**src/verilog/smx_defines.svh**
```systemverilog
// Constants for the store and multiply execution slice.
`ifndef SMX_DEFINES_SVH
`define SMX_DEFINES_SVH
`define SMX_OP_STORE_CPU 8'he5
`define SMX_OP_STORE_RETURN_ADDRESS_REG 8'heb
`define SMX_OP_STORE_XPTR 8'hed
`define SMX_OP_LOAD_STORE 8'h87
`define SMX_OP_MPY_ACC 7'h2a
`define SMX_OP_MPY_T 7'h2c
`define SMX_OP_MPYK8 7'h0f
`define SMX_OP_MPYK16 8'h79
`define SMX_OP_MPYM 8'hd3
`define SMX_OP_MPYM_COEF 8'hd1
`define SMX_SHIFT_MAX 7'sd31
`define SMX_SHIFT_MIN (-7'sd32)
`define SMX_RETURN_ADDRESS_REG_CYCLES 3'd5
`define SMX_XPTR_ZERO_BITS 9
`endif

```
**src/verilog/smx_pkg.sv**
```systemverilog
// Types shared by the store and multiply execution slice.
package smx_pkg;
  // Selected source register for a CPU register store.
  typedef enum logic [4:0] {
    SMX_REG_NONE, SMX_REG_BLOCK_SIZE_0_3, SMX_REG_BLOCK_SIZE_4_7, SMX_REG_COEF_BLOCK_SIZE,
    SMX_REG_BUF_START_0_1, SMX_REG_BUF_START_2_3, SMX_REG_BUF_START_4_5,
    SMX_REG_BUF_START_6_7, SMX_REG_COEF_BUF_START, SMX_REG_LOOP_COUNT_0,
    SMX_REG_LOOP_COUNT_1, SMX_REG_COEF_POINTER, SMX_REG_SINGLE_REPEAT,
    SMX_REG_DATA_PAGE, SMX_REG_DATA_PAGE_HIGH, SMX_REG_PERIPHERAL_PAGE,
    SMX_REG_DATA_STACK_PTR, SMX_REG_SYSTEM_STACK_PTR, SMX_REG_TRANSITION_0,
    SMX_REG_TRANSITION_1
  } smx_reg_sel_t;

  typedef struct packed {
    logic fractional_mode_bit;
    logic multiply_saturation_bit;
    logic rounding_mode_bit;
    logic wide_overflow_mode;
    logic data_saturation_bit;
    logic sign_extension_mode;
    logic legacy_compat_mode;
    logic store_saturate_bit;
  } smx_mode_t;

  typedef struct packed {
    logic valid;
    logic dbl;
    logic [15:0] hi;
    logic [15:0] lo;
  } smx_store_t;
endpackage

```
**src/verilog/smx_mac.sv**
```systemverilog
// Multiplier stage: 17 by 17 product with fractional shift, rounding and saturation.
`timescale 1ns/1ps
`default_nettype none
module smx_mac
  import smx_pkg::*;
(
  input wire logic [16:0] op_a,
  input wire logic [16:0] op_b,
  input wire smx_mode_t mode,
  input wire logic round_en,
  output logic [39:0] result,
  output logic overflow
);
  logic signed [33:0] prod;
  logic signed [33:0] prod_f;
  logic signed [39:0] wide;
  logic signed [39:0] rnd;
  logic mul_ovf;
  logic acc_ovf;
  always_comb begin
    prod = $signed(op_a) * $signed(op_b);
    prod_f = mode.fractional_mode_bit ? (prod <<< 1) : prod;
    mul_ovf = mode.multiply_saturation_bit && mode.fractional_mode_bit &&
              (prod_f[31:0] == 32'h80000000) && (prod_f[33:32] == 2'b00);
    // sign extend to 40 bits
    // The whole signed product is kept so that a positive product above bit 31 can overflow.
    wide = mul_ovf ? 40'sh007fffffff : {{6{prod_f[33]}}, prod_f};
    rnd = wide;
    if (round_en) begin
      rnd = wide + 40'sh0000008000;
      if (!mode.rounding_mode_bit || rnd[15:0] != 16'h0000) begin
        rnd[15:0] = 16'h0000;
      end else begin
        rnd[16:0] = 17'h00000;
      end
    end
    acc_ovf = mode.wide_overflow_mode ? 1'b0 : (rnd[39:31] != {9{rnd[31]}});
    overflow = acc_ovf;
    if (acc_ovf && mode.data_saturation_bit) begin
      result = rnd[39] ? 40'hff80000000 : 40'h007fffffff;
    end else begin
      result = rnd;
    end
  end
endmodule
`default_nettype wire

```
**src/verilog/smx_exec.sv**
```systemverilog
// Decode and execute for CPU register stores, load with store, and single multiply.
//
// Overview of operation
// - Store family 0xe5 selects block size registers by codes 1001/1010/1011 10xx.
// - Codes 0010-0101 10xx select buffer starts; 0110 10xx the coefficient start.
// - Pointer codes 10xx map to coefficient, page, stack and peripheral registers.
// - Codes x000..x100 11xx select loop counts, single repeat, transition registers.
// - Opcode 0xeb with xxxx 01xx stores return address and context as double word.
// - Extended store XSSS 0101 writes a 23-bit pointer to a 32-bit double word.
// - Extended store zero-fills top 9 bits; high 7 bits first word, low 16 next.
// - Store half shifts accumulator by temp count, clamped -32..31, stores 31-16.
// - Compatibility mode uses 6 count bits; -32..-17 reduced modulo 16.
// - Store saturate set with sign mode clear forces saturate and unsigned store.
// - Accumulator multiply uses bits 32-16 of both, result to second accumulator.
// - Non-accumulator multiply operands extend to 17 bits.
// - Fractional mode shifts the product left by one.
// - The 34-bit product is sign extended to 40 bits.
// - Rounding by rounding mode only with the rounding keyword.
// - Multiply overflow detection follows the multiply saturation bit.
// - Accumulator overflow follows the width mode and sets the overflow flag, except for the 8-bit constant multiply.
// - Overflowed result saturates according to the data saturation bit.
// - Return store: context and top 8 address bits high, low 16 bits low.
// - Return store flushes the pipeline and takes five cycles.
`timescale 1ns/1ps
`default_nettype none
`include "smx_defines.svh"
module smx_exec
  import smx_pkg::*;
(
  input wire logic clk,
  input wire logic rst,
  input wire logic instr_valid,
  input wire logic [31:0] instr,
  input wire smx_mode_t mode,
  input wire logic [15:0] cpu_reg_value,
  input wire logic [23:0] return_address_reg,
  input wire logic [7:0] flow_context_flags,
  input wire logic [22:0] extended_pointer_source,
  input wire logic [15:0] xmem_data,
  input wire logic [15:0] shift_count_temp,
  input wire logic [15:0] temp_reg,
  input wire logic [15:0] smem_data,
  input wire logic [15:0] cmem_data,
  input wire logic [39:0] source_accumulator,
  input wire logic [39:0] destination_accumulator,
  output smx_reg_sel_t reg_sel_reg,
  output smx_store_t store_reg,
  output logic [39:0] acc_wr_data_reg,
  output logic acc_wr_en_reg,
  output logic accumulator_overflow_flag_reg,
  output logic flush_reg,
  output logic busy_reg
);
  // ****************************************************************
  // Decode
  // ****************************************************************
  // masked compares
  function automatic logic match(input logic [7:0] v, input logic [7:0] pat,
                                 input logic [7:0] care);
    match = ((v ^ pat) & care) == 8'h00;
  endfunction

  logic [7:0] b0;
  logic [7:0] blast;
  smx_reg_sel_t sel_next;
  always_comb begin
    b0 = instr[31:24];
    blast = instr[7:0];
    sel_next = SMX_REG_NONE;
    if (b0 == `SMX_OP_STORE_CPU && match(blast, 8'h08, 8'h0c)) begin
      unique case (blast[7:4])
        4'h9: sel_next = SMX_REG_BLOCK_SIZE_0_3;
        4'ha: sel_next = SMX_REG_BLOCK_SIZE_4_7;
        4'hb: sel_next = SMX_REG_COEF_BLOCK_SIZE;
        4'h2: sel_next = SMX_REG_BUF_START_0_1;
        4'h3: sel_next = SMX_REG_BUF_START_2_3;
        4'h4: sel_next = SMX_REG_BUF_START_4_5;
        4'h5: sel_next = SMX_REG_BUF_START_6_7;
        4'h6: sel_next = SMX_REG_COEF_BUF_START;
        4'h1: sel_next = SMX_REG_COEF_POINTER;
        4'h0: sel_next = SMX_REG_DATA_PAGE;
        4'hc: sel_next = SMX_REG_DATA_PAGE_HIGH;
        4'hf: sel_next = SMX_REG_PERIPHERAL_PAGE;
        4'h7: sel_next = SMX_REG_DATA_STACK_PTR;
        4'h8: sel_next = SMX_REG_SYSTEM_STACK_PTR;
        default: sel_next = SMX_REG_NONE;
      endcase
    end else if (b0 == `SMX_OP_STORE_CPU && match(blast, 8'h0c, 8'h0c)) begin
      unique case (blast[6:4])
        3'h1: sel_next = SMX_REG_LOOP_COUNT_0;
        3'h2: sel_next = SMX_REG_LOOP_COUNT_1;
        3'h0: sel_next = SMX_REG_SINGLE_REPEAT;
        3'h3: sel_next = SMX_REG_TRANSITION_0;
        3'h4: sel_next = SMX_REG_TRANSITION_1;
        default: sel_next = SMX_REG_NONE;
      endcase
    end
  end

  logic is_return_address_reg;
  logic is_xptr;
  logic is_ldst;
  logic is_mpy_acc;
  logic is_mpy_t;
  logic is_mpyk8;
  logic is_mpyk16;
  logic is_mpym;
  logic is_mpym_coef;
  always_comb begin
    is_return_address_reg = b0 == `SMX_OP_STORE_RETURN_ADDRESS_REG && match(blast, 8'h04, 8'h0c);
    is_xptr = b0 == `SMX_OP_STORE_XPTR && blast[3:0] == 4'h5;
    is_ldst = b0 == `SMX_OP_LOAD_STORE && instr[7:5] == 3'b110;
    is_mpy_acc = instr[31:25] == `SMX_OP_MPY_ACC && instr[19:17] == 3'b011;
    is_mpy_t = instr[31:25] == `SMX_OP_MPY_T && instr[17] == 1'b0;
    is_mpyk8 = instr[31:25] == `SMX_OP_MPYK8 && instr[9] == 1'b0;
    is_mpyk16 = b0 == `SMX_OP_MPYK16 && instr[1] == 1'b0;
    is_mpym = b0 == `SMX_OP_MPYM && instr[3:2] == 2'b00;
    is_mpym_coef = b0 == `SMX_OP_MPYM_COEF && instr[3:2] == 2'b00;
  end

  // ****************************************************************
  // Store data path
  // ****************************************************************
  logic signed [6:0] cnt;
  logic signed [6:0] cnt_raw;
  logic signed [39:0] shifted;
  logic [15:0] st_hi;
  logic force_sat;
  always_comb begin
    if (mode.legacy_compat_mode) begin
      cnt_raw = {shift_count_temp[5], shift_count_temp[5:0]};
      cnt = (cnt_raw < -7'sd16) ? cnt_raw + 7'sd16 : cnt_raw;
    end else begin
      if ($signed(shift_count_temp) > 16'sd31) begin
        cnt = `SMX_SHIFT_MAX;
      end else if ($signed(shift_count_temp) < -16'sd32) begin
        cnt = `SMX_SHIFT_MIN;
      end else begin
        cnt = shift_count_temp[6:0];
      end
      cnt_raw = cnt;
    end
    // Separate branches keep the right shift arithmetic; a mixed conditional would not be.
    if (cnt[6] && mode.sign_extension_mode) begin
      shifted = $signed(source_accumulator) >>> (-cnt);
    end else if (cnt[6]) begin
      shifted = source_accumulator >> (-cnt);
    end else begin
      shifted = source_accumulator << cnt;
    end
    force_sat = mode.store_saturate_bit && !mode.sign_extension_mode;
    st_hi = shifted[31:16];
    if (force_sat && shifted[39:32] != 8'h00) begin
      st_hi = 16'hffff;
    end
  end

  logic [2:0] return_address_reg_cnt_reg;
  always_ff @(posedge clk) begin
    if (rst) begin
      return_address_reg_cnt_reg <= 3'd0;
      busy_reg <= 1'b0;
      flush_reg <= 1'b0;
    end else begin
      flush_reg <= instr_valid && !busy_reg && is_return_address_reg;
      if (instr_valid && !busy_reg && is_return_address_reg) begin
        return_address_reg_cnt_reg <= `SMX_RETURN_ADDRESS_REG_CYCLES - 3'd1;
        busy_reg <= 1'b1;
      end else if (return_address_reg_cnt_reg != 3'd0) begin
        return_address_reg_cnt_reg <= return_address_reg_cnt_reg - 3'd1;
        busy_reg <= return_address_reg_cnt_reg != 3'd1;
      end
    end
  end

  logic take;
  assign take = instr_valid && !busy_reg;

  always_ff @(posedge clk) begin
    if (rst) begin
      store_reg <= '0;
      reg_sel_reg <= SMX_REG_NONE;
    end else begin
      store_reg <= '0;
      reg_sel_reg <= take ? sel_next : SMX_REG_NONE;
      if (take && sel_next != SMX_REG_NONE) begin
        store_reg <= '{valid: 1'b1, dbl: 1'b0, hi: 16'h0000, lo: cpu_reg_value};
      end else if (take && is_return_address_reg) begin
        store_reg <= '{valid: 1'b1, dbl: 1'b1,
                       hi: {flow_context_flags, return_address_reg[23:16]},
                       lo: return_address_reg[15:0]};
      end else if (take && is_xptr) begin
        store_reg <= '{valid: 1'b1, dbl: 1'b1,
                       hi: {{`SMX_XPTR_ZERO_BITS{1'b0}}, extended_pointer_source[22:16]},
                       lo: extended_pointer_source[15:0]};
      end else if (take && is_ldst) begin
        store_reg <= '{valid: 1'b1, dbl: 1'b0, hi: 16'h0000, lo: st_hi};
      end
    end
  end

  // ****************************************************************
  // Multiply and load data path
  // ****************************************************************
  logic [16:0] op_a;
  logic [16:0] op_b;
  logic round_en;
  logic [39:0] mac_result;
  logic mac_ovf;
  logic [39:0] load_val;
  always_comb begin
    op_a = source_accumulator[32:16];
    op_b = 17'h00000;
    round_en = instr[0];
    if (is_mpy_acc) begin
      op_b = destination_accumulator[32:16];
    end else if (is_mpy_t) begin
      op_b = {temp_reg[15], temp_reg};
    end else if (is_mpyk8) begin
      op_b = {{9{instr[23]}}, instr[23:16]};
    end else if (is_mpyk16) begin
      op_b = {instr[23], instr[23:8]};
    end else if (is_mpym) begin
      op_b = {smem_data[15], smem_data};
    end else if (is_mpym_coef) begin
      op_a = {smem_data[15], smem_data};
      op_b = {cmem_data[15], cmem_data};
    end
    if (mode.sign_extension_mode) begin
      load_val = {{8{xmem_data[15]}}, xmem_data, 16'h0000};
    end else begin
      load_val = {8'h00, xmem_data, 16'h0000};
    end
  end

  smx_mac u_mac (
    .op_a(op_a),
    .op_b(op_b),
    .mode(mode),
    .round_en(round_en),
    .result(mac_result),
    .overflow(mac_ovf)
  );

  always_ff @(posedge clk) begin
    if (rst) begin
      acc_wr_en_reg <= 1'b0;
      acc_wr_data_reg <= 40'h0000000000;
      accumulator_overflow_flag_reg <= 1'b0;
    end else begin
      acc_wr_en_reg <= 1'b0;
      accumulator_overflow_flag_reg <= 1'b0;
      if (take && is_ldst) begin
        acc_wr_en_reg <= 1'b1;
        acc_wr_data_reg <= load_val;
      end else if (take && (is_mpy_acc || is_mpy_t || is_mpyk8 || is_mpyk16 || is_mpym ||
                            is_mpym_coef)) begin
        acc_wr_en_reg <= 1'b1;
        acc_wr_data_reg <= mac_result;
        accumulator_overflow_flag_reg <= mac_ovf && !is_mpyk8;
      end
    end
  end
endmodule
`default_nettype wire

```
**config.mk**
```make
export PLATFORM = sky130hd
export DESIGN_NAME = smx_exec
export DESIGN_NICKNAME = d
export VERILOG_FILES = /design/src/verilog/smx_pkg.sv /design/src/verilog/smx_mac.sv /design/src/verilog/smx_exec.sv
export VERILOG_INCLUDE_DIRS = /design/src /design/src/verilog
export SDC_FILE = /design/constraint.sdc
export NUM_CORES = 1
export LEC_CHECK = 0
export ABC_CLOCK_PERIOD_IN_PS = 15300
export BUFFER_PORTS_ARGS = -buffer_cell sky130_fd_sc_hd__buf_2
export CAP_MARGIN = 25
export CELL_PAD_IN_SITES_DETAIL_PLACEMENT = 1
export CELL_PAD_IN_SITES_GLOBAL_PLACEMENT = 1
export CORE_MARGIN = 4
export CORE_UTILIZATION = 25
export CTS_CLUSTER_SIZE = 28
export DETAILED_ROUTE_END_ITERATION = 16
export GPL_ROUTABILITY_DRIVEN = 0
export PLACE_DENSITY = 0.56
export SETUP_SLACK_MARGIN = 0.2
export SLEW_MARGIN = 0
export SYNTH_ARGS = -nofsm -noshare
export SYNTH_HDL_FRONTEND = slang
export SYNTH_SLANG_ARGS = --single-unit
```
**constraint.sdc**
```tcl
create_clock -name clk -period 15.3 [get_ports clk]
set_input_delay 0.765 -clock clk [delete_from_list [all_inputs] [get_ports clk]]
set_output_delay 0.765 -clock clk [all_outputs]
set_load 0.05 [all_outputs]
```
After elaboration in Yosys (flattened, before gate mapping) --
Memory sizes are Yosys's and may differ from the RTL's. Index checks and enable logic that the tools add are counted.
Word-level totals: bits in registers 86, bits in read-only memories 80, input port bits 274, output and inout port bits 83, word-level logic and storage cells 145, memories 1
Cells by class: add/sub/neg operators 4, multiply operators 1, order comparisons 3, equality and inequality tests 20, shift-type cells 3, muxes and demuxes 42, bitwise operators 8, reduce and logical (&&, ||, !) cells 51
Memories:
- (name not given) | words 16, width 5, read ports 1, clocked after Yosys merged registers in 0, write ports 0, RTL line smx_exec.sv:71 | unique case (blast[7:4])
Operators by type and width (count):
- two-way mux 40 bit | 9
- two-way mux 17 bit | 12
- two-way mux 34 bit | 5
- == test 8 bit, second input constant | 6
- adder 40 x 17 -> 40 bit, second input constant | 1
- left shift 40 x 7 -> 40 bit | 1
- >> shifter 40 x 7 -> 40 bit | 1
- >>> shifter 40 x 7 -> 40 bit | 1
- multiplier 17 x 17 -> 34 bit | 1
- == test 32 bit, second input constant | 1
- two-way mux 7 bit | 4
- logical AND 1 bit | 25
- case mux 5 bit (5 select lines) | 1
- zero test 8 bit | 3
- > comparator 16 x 6 -> 1 bit, second input constant | 1
- < comparator 16 x 6 -> 1 bit, second input constant | 1
- two-way mux 16 bit | 1
- nonzero test 16 bit | 1
- == test 7 x 6 -> 1 bit, second input constant | 2
- two-way mux 5 bit | 2
- == test 3 x 2 -> 1 bit, second input constant | 3
- == test 8 x 7 -> 1 bit, second input constant | 1
- != test 8 bit | 1
- nonzero test 8 bit | 1
- other kinds (22) | 47

Depth between registers and ports, before layout --
Gate-level depths: netlist of the first run.
depth in word-level cells 25, mapped depth 47, depth with buffers taken out 40

Hierarchy --
From an unflattened synthesis of the first run, not the netlist that was laid out.
Second synthesis, totals: cells, all modules 3000, area, all modules 23110.9 µm²
By module, submodules not included:
- smx_mac | times used 1, cells an instance 1544, area each 13304.0 µm², sequential area each 0.0 µm²
- smx_exec | times used 1, cells an instance 1456, area each 9806.9 µm², sequential area each 1721.7 µm²

Worst setup path before layout of the first run --
Ideal clock, no wire load.
kind input -> register, start input instr[2], end register acc_wr_data_reg[1], setup time 119 ps, arrival time 10998 ps, required time 15181 ps, slack 4183 ps, cell stages on the path 44, buffers on the path 8, cell sequence clkbuf_1 -> nor4b_2 -> and3_1 -> buf_2 -> clkbuf_1 -> buf_1 -> clkbuf_1 -> mux2i_1 -> nor2_1 -> fa_1 -> inv_1 -> fa_1 -> fa_1 -> inv_1 -> fa_1 -> fa_1 -> inv_1 -> fa_1 -> [8 not listed] -> or4_1 -> a2111oi_0 -> and4_1 -> nand3_1 -> nand2b_1 -> ha_1 -> and2_1 -> clkbuf_1 -> nand2_1 -> or3_1 -> a211oi_2 -> nor3_4 -> or3_1 -> a2bb2oi_2 -> nor2_2 -> a21oi_2 -> buf_6 -> o21ai_2
Between the ends: word-level cells in the longest chain between the ends 22, elaborated cells on any way between the ends 35, those cells by class add/sub (1); mul (1); eq/ne (2); mux (20); reduce/logical (11)
Ends and longest elaborated chain:
- start: declaration | RTL line smx_exec.sv:33 | input wire logic [31:0] instr,
- zero test 2 bit (*) | RTL line smx_exec.sv:117, smx_exec.sv:118
- logical AND 1 bit | RTL line smx_exec.sv:118 | is_mpym_coef = b0 == `SMX_OP_MPYM_COEF && instr[3:2] == 2'b00;
- two-way mux 17 bit | RTL line smx_exec.sv:225 | end else if (is_mpym_coef) begin
- two-way mux 17 bit | RTL line smx_exec.sv:223 | end else if (is_mpym) begin
- two-way mux 17 bit | RTL line smx_exec.sv:221 | end else if (is_mpyk16) begin
- two-way mux 17 bit | RTL line smx_exec.sv:219 | end else if (is_mpyk8) begin
- two-way mux 17 bit | RTL line smx_exec.sv:217 | end else if (is_mpy_t) begin
- two-way mux 17 bit | RTL line smx_exec.sv:215 | if (is_mpy_acc) begin
- [6 not listed]
- adder 40 x 17 -> 40 bit | RTL line smx_mac.sv:30 | rnd = wide + 40'sh0000008000;
- two-way mux 40 bit | RTL line smx_mac.sv:29 | if (round_en) begin
- != test 8 bit | RTL line smx_mac.sv:37 | acc_ovf = mode.wide_overflow_mode ? 1'b0 : (rnd[39:31] != {9{rnd[31]}});
- two-way mux 1 bit | RTL line smx_mac.sv:37
- logical AND 1 bit | RTL line smx_mac.sv:39 | if (acc_ovf && mode.data_saturation_bit) begin
- two-way mux 40 bit | RTL line smx_mac.sv:39
- two-way mux 40 bit | RTL line smx_exec.sv:256 | end else if (take && (is_mpy_acc || is_mpy_t || is_mpyk8 || is_mpyk16 || is_mpym ||
- two-way mux 40 bit | RTL line smx_exec.sv:253 | if (take && is_ldst) begin
- end signal: assignment | RTL line smx_exec.sv:255 | acc_wr_data_reg <= load_val;
- end signal: assignment | RTL line smx_exec.sv:259 | acc_wr_data_reg <= mac_result;
- end: declaration | RTL line smx_exec.sv:48 | output logic [39:0] acc_wr_data_reg,
Mark *: on every way between the ends. The rest lies on a longest branch, timed or not. The select of a mux whose other input is x is not followed. A chain may end at the register's enable or synchronous reset.

Worst setup path after layout of the first run --
start input instr[27], end register acc_wr_data_reg[0]
Between the ends: word-level cells in the longest chain between the ends 22, elaborated cells on any way between the ends 50, those cells by class add/sub (1); mul (1); eq/ne (9); mux (20); reduce/logical (19)
Ends and longest elaborated chain (RTL line):
- == test 8 bit (no line)
- logical AND 1 bit | smx_exec.sv:118
- two-way mux 17 bit | smx_exec.sv:225
- two-way mux 17 bit | smx_exec.sv:223
- two-way mux 17 bit | smx_exec.sv:221
- two-way mux 17 bit | smx_exec.sv:219
- two-way mux 17 bit | smx_exec.sv:217
- two-way mux 17 bit | smx_exec.sv:215
- [6 not listed]
- adder 40 x 17 -> 40 bit | smx_mac.sv:30
- two-way mux 40 bit | smx_mac.sv:29
- != test 8 bit | smx_mac.sv:37
- two-way mux 1 bit | smx_mac.sv:37
- logical AND 1 bit | smx_mac.sv:39
- two-way mux 40 bit | smx_mac.sv:39
- two-way mux 40 bit | smx_exec.sv:256
- two-way mux 40 bit | smx_exec.sv:253
Several ways; a longest one is shown, not always the timed one. The select of a mux whose other input is x is not followed.

==> results.txt, run 1 <==
final setup margin: 2.051 ns
Synth Cell Area: 21320 µm²
Peak VDD IR: 0.04875 mV
clock slew at reported path FFs: 0.07 ns
number of port buffers: 333
detailed router's first-iteration violation count: 1337
pwr dens: 36.61 nW/µm²
PostCTS Resize Cnt: 0
die area: 90010 µm²
antenna-violating nets left: 0
root buffer cell: clkbuf_16
synth warn: 0
Crit path buffers/inverters: 5
Critical Path Fanout Max: 11
Post-Route Setup TNS: 0 ns
post-synthesis mux area share: 0.04525
data required time at the worst endpoint: 15.50 ns
switch share: 0.4535
setup bufs post-CTS: 0
final setup violation count: 0
most frequent cell after synthesis: nand2_1
NetSw: 410.6 µW
number of cells on the critical path: 39
post-route clock period utilization: 0.8660
Comb pwr share: 0.521
share of cells above drive strength 1: 0.1651
worst skew pair latency: 0.35 ns
Max Cap Violations: 0
first-pass GRT wire length: 140000 µm
RSZ-0062 raised after global routing: false
syn_nets: 3455
CTS tree: done
top cell family by delay on the critical path: simple AND/OR/NAND/NOR gates
critical path class: input port to register
R2R Setup Slk: 12.30 ns
largest family of logic cells by synthesized area: adder cells
number of synthesized flops with an enable pin: 0
worst stage delay on the critical path: 0.78 ns
total grt overflow: 0
drt pass-1 iters: 6
Hold Vio Cnt, Final: 0
worst reg2reg path startpoint: busy_reg
antenna violations before repair: 7
commonest cells in the netlist: nand2_1 (419), nor2_1 (345), inv_1 (305)
sequential share of the synthesized area: 0.08076
hold buffers post-CTS: 0
min-delay worst type: register to register
Internal Power: 494.8 µW
register share of total power: 0.253
fin. max-slew vios: 0
Slew headroom: 0.2646
Syn Inst Count: 2785
top_reg_cell synth: dfxtp_1
min Tclk post-route: 13.25 ns
WHS: 0.4526 ns
Yosys top cell by area: fa_1
chip height: 300.0 µm
most used cell, CP: fa_1
top post-synthesis cells by area: fa_1 (28%), dfxtp_1 (8.1%), nand2_1 (7.4%)
Least-Margin Pin Slew: 1.103 ns
share of the synthesized area in the top cell type: 0.2780
Die W: 300.0 µm
syn avg cell area: 7.655 µm²
clock sinks: 86
Area after DPL: 24440 µm²
Clock Power Share: 0.227
Seq cells post-synth: 86
CP startpoint: instr[27]
vias in the first global route: 22559
post-synth cell types: 106
crit start category: input port
largest net degree at the start of global routing: 59
nets@finish: 3724
post-synthesis async set-or-reset flop share: 0
Static Leak: 11.70 nW
H-tree depth: 3
pre-CTS setup slack: 1.787 ns
final core utilization: 0.2941
status: completed
post-DP HPWL: 76060 µm
Clock Skews: 0.007272 ns
post-route cell area: 24730 µm²
Post-Synth Adder-Cell Area: 0.3366
DRC: 0
compound-cell area share of the yosys netlist: 0.2094
routed via count: 21398
Layout area overhead: 16.01%
CTS max path bufs: 2
drt wl/cell: 21.70 µm
CP endpoint: acc_wr_data_reg[0]
number of I/O pins: 357
Rows: 106
max FFs per register: 40
Vias/cell: 5.094
Peak Freq: 75.48 MHz
total CTS buffers: 9
XOR/XNOR Fraction of Synth Area: 0.01679
Slowest-stage cell, CP: nor2_1
simple logic cell fraction of the synthesized area: 0.2315
Initial Util: 0.2535
reg2reg path depth: 8
crit end category: register
RR Endpoint: acc_wr_data_reg[29]
WL final: 91150 µm
Tot GR Track Use: 0.1978
Worst Path Arrival: 13.45 ns
core area: 84090 µm²
## how the worst min path moves through the flow
| stage | from | end | slack, ns | cells past startpoint |
|---|---|---|---|---|
| after floorplan | return_address_reg_cnt_reg[1] | return_address_reg_cnt_reg[1] | 0.51 | 2 |
| after global placement | acc_wr_data_reg[9] | acc_wr_data_reg[9] | 0.44 | 2 |
| after detailed placement | acc_wr_data_reg[9] | acc_wr_data_reg[9] | 0.44 | 2 |
| after CTS | acc_wr_data_reg[37] | acc_wr_data_reg[37] | 0.46 | 2 |
| after global routing | acc_wr_data_reg[36] | acc_wr_data_reg[36] | 0.48 | 2 |
| final | acc_wr_data_reg[9] | acc_wr_data_reg[9] | 0.45 | 2 |
## worst min-delay path: cells and delay by family (launching register included)
family	cells	cell delay, ns
compound gates	1	0.05
flops	1	0.32
simple gates	1	0.06
## cell families after synthesis
family | after synthesis
AOI/OAI and AO/OA | 635
xor gates and xnor gates | 40
adders and majority gates | 396
buffers and inverters | 444
DFF | 86
muxes | 93
and+or+nand+nor | 1091
## metrics by stage
| stage | power (mW) | cells |
|---|---|---|
| 2_1_floorplan | 0.5200 | 2785 |
| 3_3_place_gp | 0.6996 | 4171 |
| 3_5_place_dp | 0.6992 | 4176 |
| 4_1_cts | 0.9080 | 4192 |
| 5_1_grt | 0.9659 | 4198 |
| 6_report | 0.9054 | 4201 |
## layout by cell type (no fill, tap or decap), drive strengths merged, types with 18 or more instances in the layout
master  synthesis  layout
a221o          18      18
xnor2          27      27
mux2i          84      84
dfxtp          86      86
o31ai          21      21
nand2         419     419
nor4           20      20
nand2b         30      30
a31oi          24      24
a221oi         30      30
nor3           63      63
a21oi         143     143
o221ai         22      22
a22oi          40      40
and3           21      21
and2           39      39
a211oi         35      35
fa            296     296
ha            100     100
o211ai         29      29
o21ai         139     139
nor2          347     347
buf            29     396
nand3          52      52
inv           305     305
a21o           20      20
or3            24      24
## per-layer routing
metal	GRT usage	part of all wire	vias to the layer above
met5	0	0	-
met4	0.03082	0.013	0
met3	0.03249	0.061	57
met2	0.3170	0.45	548
met1	0.2851	0.48	10726
li1	-	-	10067
## power groups by stage
stage	clock [mW]	sequential [mW]	combinational, mW
after floorplan	0	0.238	0.282
after global routing	0.222	0.229	0.515
after detailed placement	0	0.234	0.465
final	0.205	0.229	0.471
after global placement	0	0.234	0.466
after CTS	0.210	0.229	0.469
## final cells by class
| cell class | count | area (µm²) |
|---|---|---|
| clock buffers | 10 | 229.0 |
| multi-input cells | 2255 | 18010 |
| fillers | 10404 | 59350 |
| repair buffers | 396 | 2147 |
| inverters | 306 | 1149 |
| flip-flops and latches | 86 | 1722 |
| diodes | 8 | 20.02 |
| clock inverters | 6 | 38.79 |
| well taps | 1134 | 1419 |
Power figures use the tool's default switching activity.
==> inputs of run 2 (changes only) <==
--- a/config.mk
+++ b/config.mk
@@ -13,9 +13,9 @@
 export CELL_PAD_IN_SITES_GLOBAL_PLACEMENT = 1
 export CORE_MARGIN = 4
 export CORE_UTILIZATION = 25
+export CTS_BUF_LIST = sky130_fd_sc_hd__clkbuf_16
 export CTS_CLUSTER_SIZE = 28
 export DETAILED_ROUTE_END_ITERATION = 16
-export GPL_ROUTABILITY_DRIVEN = 0
 export PLACE_DENSITY = 0.56
 export SETUP_SLACK_MARGIN = 0.2
 export SLEW_MARGIN = 0
==> results.txt, run 2 (synthesis gave the netlist of run 1 again) <==
Hold EP: acc_wr_data_reg[9]
root buffer cell: clkbuf_16
Peak Freq: 75.49 MHz (about the same)
Layout area overhead: 16.01% (unchanged)
switch share: 0.4538 (about the same)
worst skew pair latency: 0.35 ns (about the same)
chip height: 300.0 µm (unchanged)
total CTS buffers: 9 (unchanged)
pwr dens: 36.58 nW/µm² (about the same)
min-delay worst type: register to register
Initial Util: 0.2535 (unchanged)
vias in the first global route: 22559 (unchanged)
Slew headroom: 0.2646 (unchanged)
R2R Setup Slk: 12.29 ns (about the same)
data required time at the worst endpoint: 15.50 ns (about the same)
RR Endpoint: acc_wr_data_reg[29]
Rows: 106 (unchanged)
share of cells above drive strength 1: 0.1651 (unchanged)
Static Leak: 11.70 nW (about the same)
Least-Margin Pin Slew: 1.103 ns (unchanged)
post-DP HPWL: 76060 µm (unchanged)
reg2reg path depth: 8 (unchanged)
PostCTS Resize Cnt: 0 (unchanged)
WL final: 91150 µm (about the same)
H-tree depth: 3 (unchanged)
clock sinks: 86 (unchanged)
Worst Hold Launch: acc_wr_data_reg[9]
commonest cells after routing, fill and taps aside: nand2_1 (417), nor2_1 (345), buf_2 (333), inv_1 (306), fa_1 (296)
Hold Vio Cnt, Final: 0 (unchanged)
uppermost layer routed: met4
WHS: 0.4526 ns (+0.00001900 ns)
total grt overflow: 0 (unchanged)
nets@finish: 3724 (unchanged)
Slowest-stage cell, CP: nor2_1
crit start category: input port
core area: 84090 µm² (unchanged)
register share of total power: 0.253 (about the same)
drt wl/cell: 21.70 µm (about the same)
fill count: 10404 (unchanged)
critical path class: input port to register
number of port buffers: 333 (unchanged)
antenna violations before repair: 7 (unchanged)
Vias/cell: 5.094 (unchanged)
NetSw: 410.6 µW (about the same)
clock slew at reported path FFs: 0.07 ns (about the same)
RSZ-0062 raised after global routing: false
Hold Crit Depth: 2 (unchanged)
antenna-violating nets left: 0 (unchanged)
status: completed
crit end category: register
WL met3: 5526 µm (unchanged)
Clock Skews: 0.007238 ns (-0.00003336 ns)
worst reg2reg path startpoint: busy_reg
detailed router's first-iteration violation count: 1337 (unchanged)
Comb pwr share: 0.521 (about the same)
setup bufs post-CTS: 0 (unchanged)
Worst Path Arrival: 13.44 ns (about the same)
largest net degree at the start of global routing: 59 (unchanged)
drt pass-1 iters: 6 (unchanged)
GP Congestion: 0.8649
Max Cap Violations: 0 (unchanged)
Tot GR Track Use: 0.1978 (unchanged)
CTS tree: done
Critical Path Fanout Max: 11 (unchanged)
final setup violation count: 0 (unchanged)
most used cell, CP: fa_1
first-pass GRT wire length: 140000 µm (unchanged)
Clock Power Share: 0.226 (about the same)
fin. max-slew vios: 0 (unchanged)
met2 routed WL: 40890 µm (about the same)
routed via count: 21398 (unchanged)
hold buffers post-CTS: 0 (unchanged)
worst stage delay on the critical path: 0.78 ns (about the same)
Metal-1 WL: 43560 µm (about the same)
Die W: 300.0 µm (unchanged)
Peak VDD IR: 0.04871 mV (about the same)
commonest non-fill, non-tap cell in the layout: nand2_1
min Tclk post-route: 13.25 ns (-0.002990 ns)
die area: 90010 µm² (unchanged)
CTS max path bufs: 2 (unchanged)
DRC: 0 (unchanged)
post-route clock period utilization: 0.8658 (about the same)
Internal Power: 494.1 µW (-0.14%)
number of I/O pins: 357 (unchanged)
max FFs per register: 40 (unchanged)
Post-Route Setup TNS: 0 ns (unchanged)
## run 2: power groups by stage
stage | sequential [mW] | clock (mW) | combinational [mW]
after CTS | 0.229 | 0.210 | 0.469
final | 0.229 | 0.205 | 0.471
after global routing | 0.229 | 0.221 | 0.515
after detailed placement | 0.234 | 0 | 0.465
after global placement | 0.234 | 0 | 0.466
after floorplan | 0.238 | 0 | 0.282
## run 2: how the worst max path moves through the flow
stage / startpoint / end / cells past startpoint
after floorplan: instr[2] / acc_wr_data_reg[1] / 44
after global placement: instr[27] / acc_wr_data_reg[0] / 39
after detailed placement: instr[27] / acc_wr_data_reg[0] / 39
after CTS: instr[27] / acc_wr_data_reg[0] / 39
after global routing: instr[27] / acc_wr_data_reg[0] / 41
final: instr[27] / acc_wr_data_reg[0] / 39
## run 2: layout make-up
cell class              count  area, µm²  area share
multi-input cells        2255      18010      0.7281
repair buffers            396       2147     0.08681
flip-flops and latches     86       1722     0.06961
well taps                1134       1419     0.05737
inverters                 306       1149     0.04644
clock buffers               9      225.2    0.009106
clock inverters             7      42.54    0.001720
diodes                      8      20.02   0.0008094
## run 2: metrics by stage
stage	total power, mW	cell area [µm²]	std cells	setup WS (ns)	util
final	0.9047	24730	4201	2.054	0.2941
after global routing	0.9653	24730	4198	1.346	0.2940
after CTS	0.9074	24700	4192	2.124	0.2938
after detailed placement	0.6992	24440	4176	1.787	0.2906
after global placement	0.6996	24390	4171	1.791	0.2901
after floorplan	0.5200	21320	2785	4.183	-
## run 2: per-layer routing
layer	track usage	vias to the layer above
met5	0	-
met4	0.03082	0
met3	0.03249	57
met2	0.3170	548
met1	0.2851	10727
li1	-	10066
## run 2: worst max-delay path, delay by kind of cell
family / cells / cell delay [ns]
AOI/OAI and AO/OA: 10 / 2.95
adders and majority gates: 8 / 3.60
buffers and inverters: 5 / 1.12
and+or+nand+nor: 15 / 4.63
muxes: 1 / 0.31
==> inputs of run 3 (changes only) <==
--- a/config.mk
+++ b/config.mk
@@ -6,6 +6,7 @@
 export SDC_FILE = /design/constraint.sdc
 export NUM_CORES = 1
 export LEC_CHECK = 0
+export ABC_AREA = 1
 export ABC_CLOCK_PERIOD_IN_PS = 15300
 export BUFFER_PORTS_ARGS = -buffer_cell sky130_fd_sc_hd__buf_2
 export CAP_MARGIN = 25
@@ -16,7 +17,7 @@
 export CTS_BUF_LIST = sky130_fd_sc_hd__clkbuf_16
 export CTS_CLUSTER_SIZE = 28
 export DETAILED_ROUTE_END_ITERATION = 16
-export PLACE_DENSITY = 0.56
+export PLACE_DENSITY = 0.58
 export SETUP_SLACK_MARGIN = 0.2
 export SLEW_MARGIN = 0
 export SYNTH_ARGS = -nofsm -noshare
==> results.txt, run 3 <==
status: completed
Slew headroom: 0.3090 (+0.04438)
Syn Inst Count: 3320 (+19%)
post-route clock period utilization: 0.8112 (-0.05460)
min Tclk post-route: 12.41 ns (-0.8353 ns)
worst stage delay on the critical path: 0.57 ns (-0.21 ns)
Vias/cell: 4.795 (-5.9%)
total CTS buffers: 9 (unchanged)
data required time at the worst endpoint: 15.55 ns (+0.05 ns)
DRC: 0 (unchanged)
Area after DPL: 24410 µm² (about the same)
drt pass-1 iters: 5 (-1)
nets@finish: 4268 (+15%)
Critical Path Fanout Max: 34 (+23)
number of I/O pins: 357 (unchanged)
chip height: 300.6 µm (+0.18%)
Post-Route Setup TNS: 0 ns (unchanged)
reg2reg path depth: 9 (+1)
Rows: 107 (+0.94%)
commonest cells after routing, fill and taps aside: nand2_1 (899), inv_1 (569), nor2_1 (344), buf_2 (333), fa_1 (296)
RSZ-0062 raised after global routing: false
R2R Setup Slk: 12.86 ns (+0.57 ns)
top post-synthesis cells by area: fa_1 (28%), nand2_1 (16%), inv_1 (10%)
drt wl/cell: 19.21 µm (-11%)
Worst Path Arrival: 12.66 ns (-0.78 ns)
H-tree depth: 3 (unchanged)
CTS tree: done
most used cell, CP: nand2_1
Worst Hold Launch: acc_wr_data_reg[19]
pwr dens: 37.10 nW/µm² (+1.4%)
final setup margin: 2.889 ns (+0.8353 ns)
RR Endpoint: acc_wr_data_reg[23]
Pwr Total: 917.0 µW (+1.4%)
Synth Cell Area: 21400 µm² (+0.37%)
vias in the first global route: 24000 (+6.4%)
Die W: 300.6 µm (+0.18%)
WL final: 91250 µm (+0.10%)
Hold EP: acc_wr_data_reg[19]
Peak VDD IR: 0.06018 mV (+24%)
post-synthesis async set-or-reset flop share: 0 (unchanged)
fin. max-slew vios: 0 (unchanged)
crit start category: input port
post-route cell area: 24720 µm² (about the same)
Clock Skews: 0.009827 ns (+0.002589 ns)
setup bufs post-CTS: 0 (unchanged)
commonest cells in the netlist: nand2_1 (900), inv_1 (569), nor2_1 (344)
Layout area overhead: 15.53%
post-DP HPWL: 78260 µm (+2.9%)
routed via count: 22783 (+6.5%)
antenna violations before repair: 4 (-3)
top_reg_cell synth: dfxtp_1
root buffer cell: clkbuf_16
syn_nets: 3990 (+15%)
Initial Util: 0.2517 (-0.001838)
critical path class: input port to register
largest net degree at the start of global routing: 68 (+15%)
final setup violation count: 0 (unchanged)
Seq cells post-synth: 86 (unchanged)
min-delay worst type: register to register
PostCTS Resize Cnt: 0 (unchanged)
Hold Vio Cnt, Final: 0 (unchanged)
sequential share of the synthesized area: 0.08046 (-0.0002975)
CTS max path bufs: 2 (unchanged)
worst reg2reg path startpoint: busy_reg
crit end category: register
number of synthesized flops with an enable pin: 0 (unchanged)
Yosys top cell by area: fa_1
share of cells above drive strength 1: 0.1368 (-0.02826)
post-synth cell types: 64 (-40%)
synth warn: 0 (unchanged)
clock sinks: 86 (unchanged)
die area: 90340 µm² (+0.36%)
max FFs per register: 40 (unchanged)
number of port buffers: 333 (unchanged)
antenna-violating nets left: 0 (unchanged)
first-pass GRT wire length: 141200 µm (+0.88%)
Static Leak: 13.49 nW (+15%)
GP Congestion: 0.9148 (+5.8%)
most frequent cell after synthesis: nand2_1
clock slew at reported path FFs: 0.06 ns (about the same)
core area: 85010 µm² (+1.1%)
share of the synthesized area in the top cell type: 0.2769 (-0.001024)
Slowest-stage cell, CP: fa_1
final core utilization: 0.2908 (-0.003340)
worst skew pair latency: 0.36 ns (about the same)
Least-Margin Pin Slew: 1.030 ns (-0.07348 ns)
pre-CTS setup slack: 2.559 ns (+0.7716 ns)
Hold Crit Depth: 2 (unchanged)
Tot GR Track Use: 0.2003 (+0.002558)
total grt overflow: 0 (unchanged)
hold buffers post-CTS: 0 (unchanged)
Max Cap Violations: 0 (unchanged)
detailed router's first-iteration violation count: 1255 (-6.1%)
commonest non-fill, non-tap cell in the layout: nand2_1
syn avg cell area: 6.445 µm² (-16%)
Peak Freq: 80.57 MHz (+6.7%)
-- run 3: power by group --
group          internal, mW  switching [mW]  total, mW
registers             0.229         0.00316      0.232
logic                 0.145           0.324      0.469
clock network         0.112           0.104      0.216
-- run 3: metal layers --
layer / global-route usage / wire [µm] / vias to the layer above
li1: - / - / 10929
met4: 0.03685 / 1847 / 0
met3: 0.01889 / 3742 / 65
met5: 0 / 0 / -
met2: 0.3620 / 45300 / 441
met1: 0.2616 / 40360 / 11348
-- run 3: cell families (layout without fill, tap and decap cells) --
kind of cell    Yosys count  after routing  share of synthesized area
compound gates          488            488                     0.1286
xor+xnor                 20             20                   0.008186
fa+ha+maj               396            396                     0.3354
buf+inv                 723           1006                     0.1299
flops                    86             86                    0.08046
mux                      12             12                   0.005614
other cells               0              4                          0
simple gates           1595           1595                     0.3119
-- run 3: worst max path at each step --
stage	from	endpoint	slack, ns
3_5_place_dp	instr[2]	acc_wr_data_reg[36]	2.56
4_1_cts	instr[2]	acc_wr_data_reg[36]	2.89
3_3_place_gp	instr[2]	acc_wr_data_reg[31]	2.64
6_report	instr[2]	acc_wr_data_reg[36]	2.89
2_1_floorplan	instr[25]	acc_wr_data_reg[22]	5.41
5_1_grt	instr[2]	acc_wr_data_reg[36]	1.83
-- run 3: worst max-delay path, delay by kind of cell --
family	cells	cell delay [ns]
xor+xnor	1	0.29
buf+inv	12	2.91
fa+ha+maj	8	3.54
compound gates	5	0.74
simple gates	27	4.34
-- run 3: layout make-up --
cell class / count / area [µm²]
clock inverter: 7 / 56.30
timing repair buffer: 385 / 2072
inverter: 605 / 2273
sequential: 86 / 1722
clock buffer: 9 / 225.2
fill: 10977 / 60290
tap: 1144 / 1431
antenna: 4 / 10.01
multi-input combinational: 2511 / 16930
-- run 3: metrics by stage --
stage	hold WS [ns]	cells
after global placement	0.4370	4729
after CTS	0.4575	4746
after detailed placement	0.4416	4730
after global routing	0.4690	4749
after floorplan	0.5168	3320
final	0.4541	4751
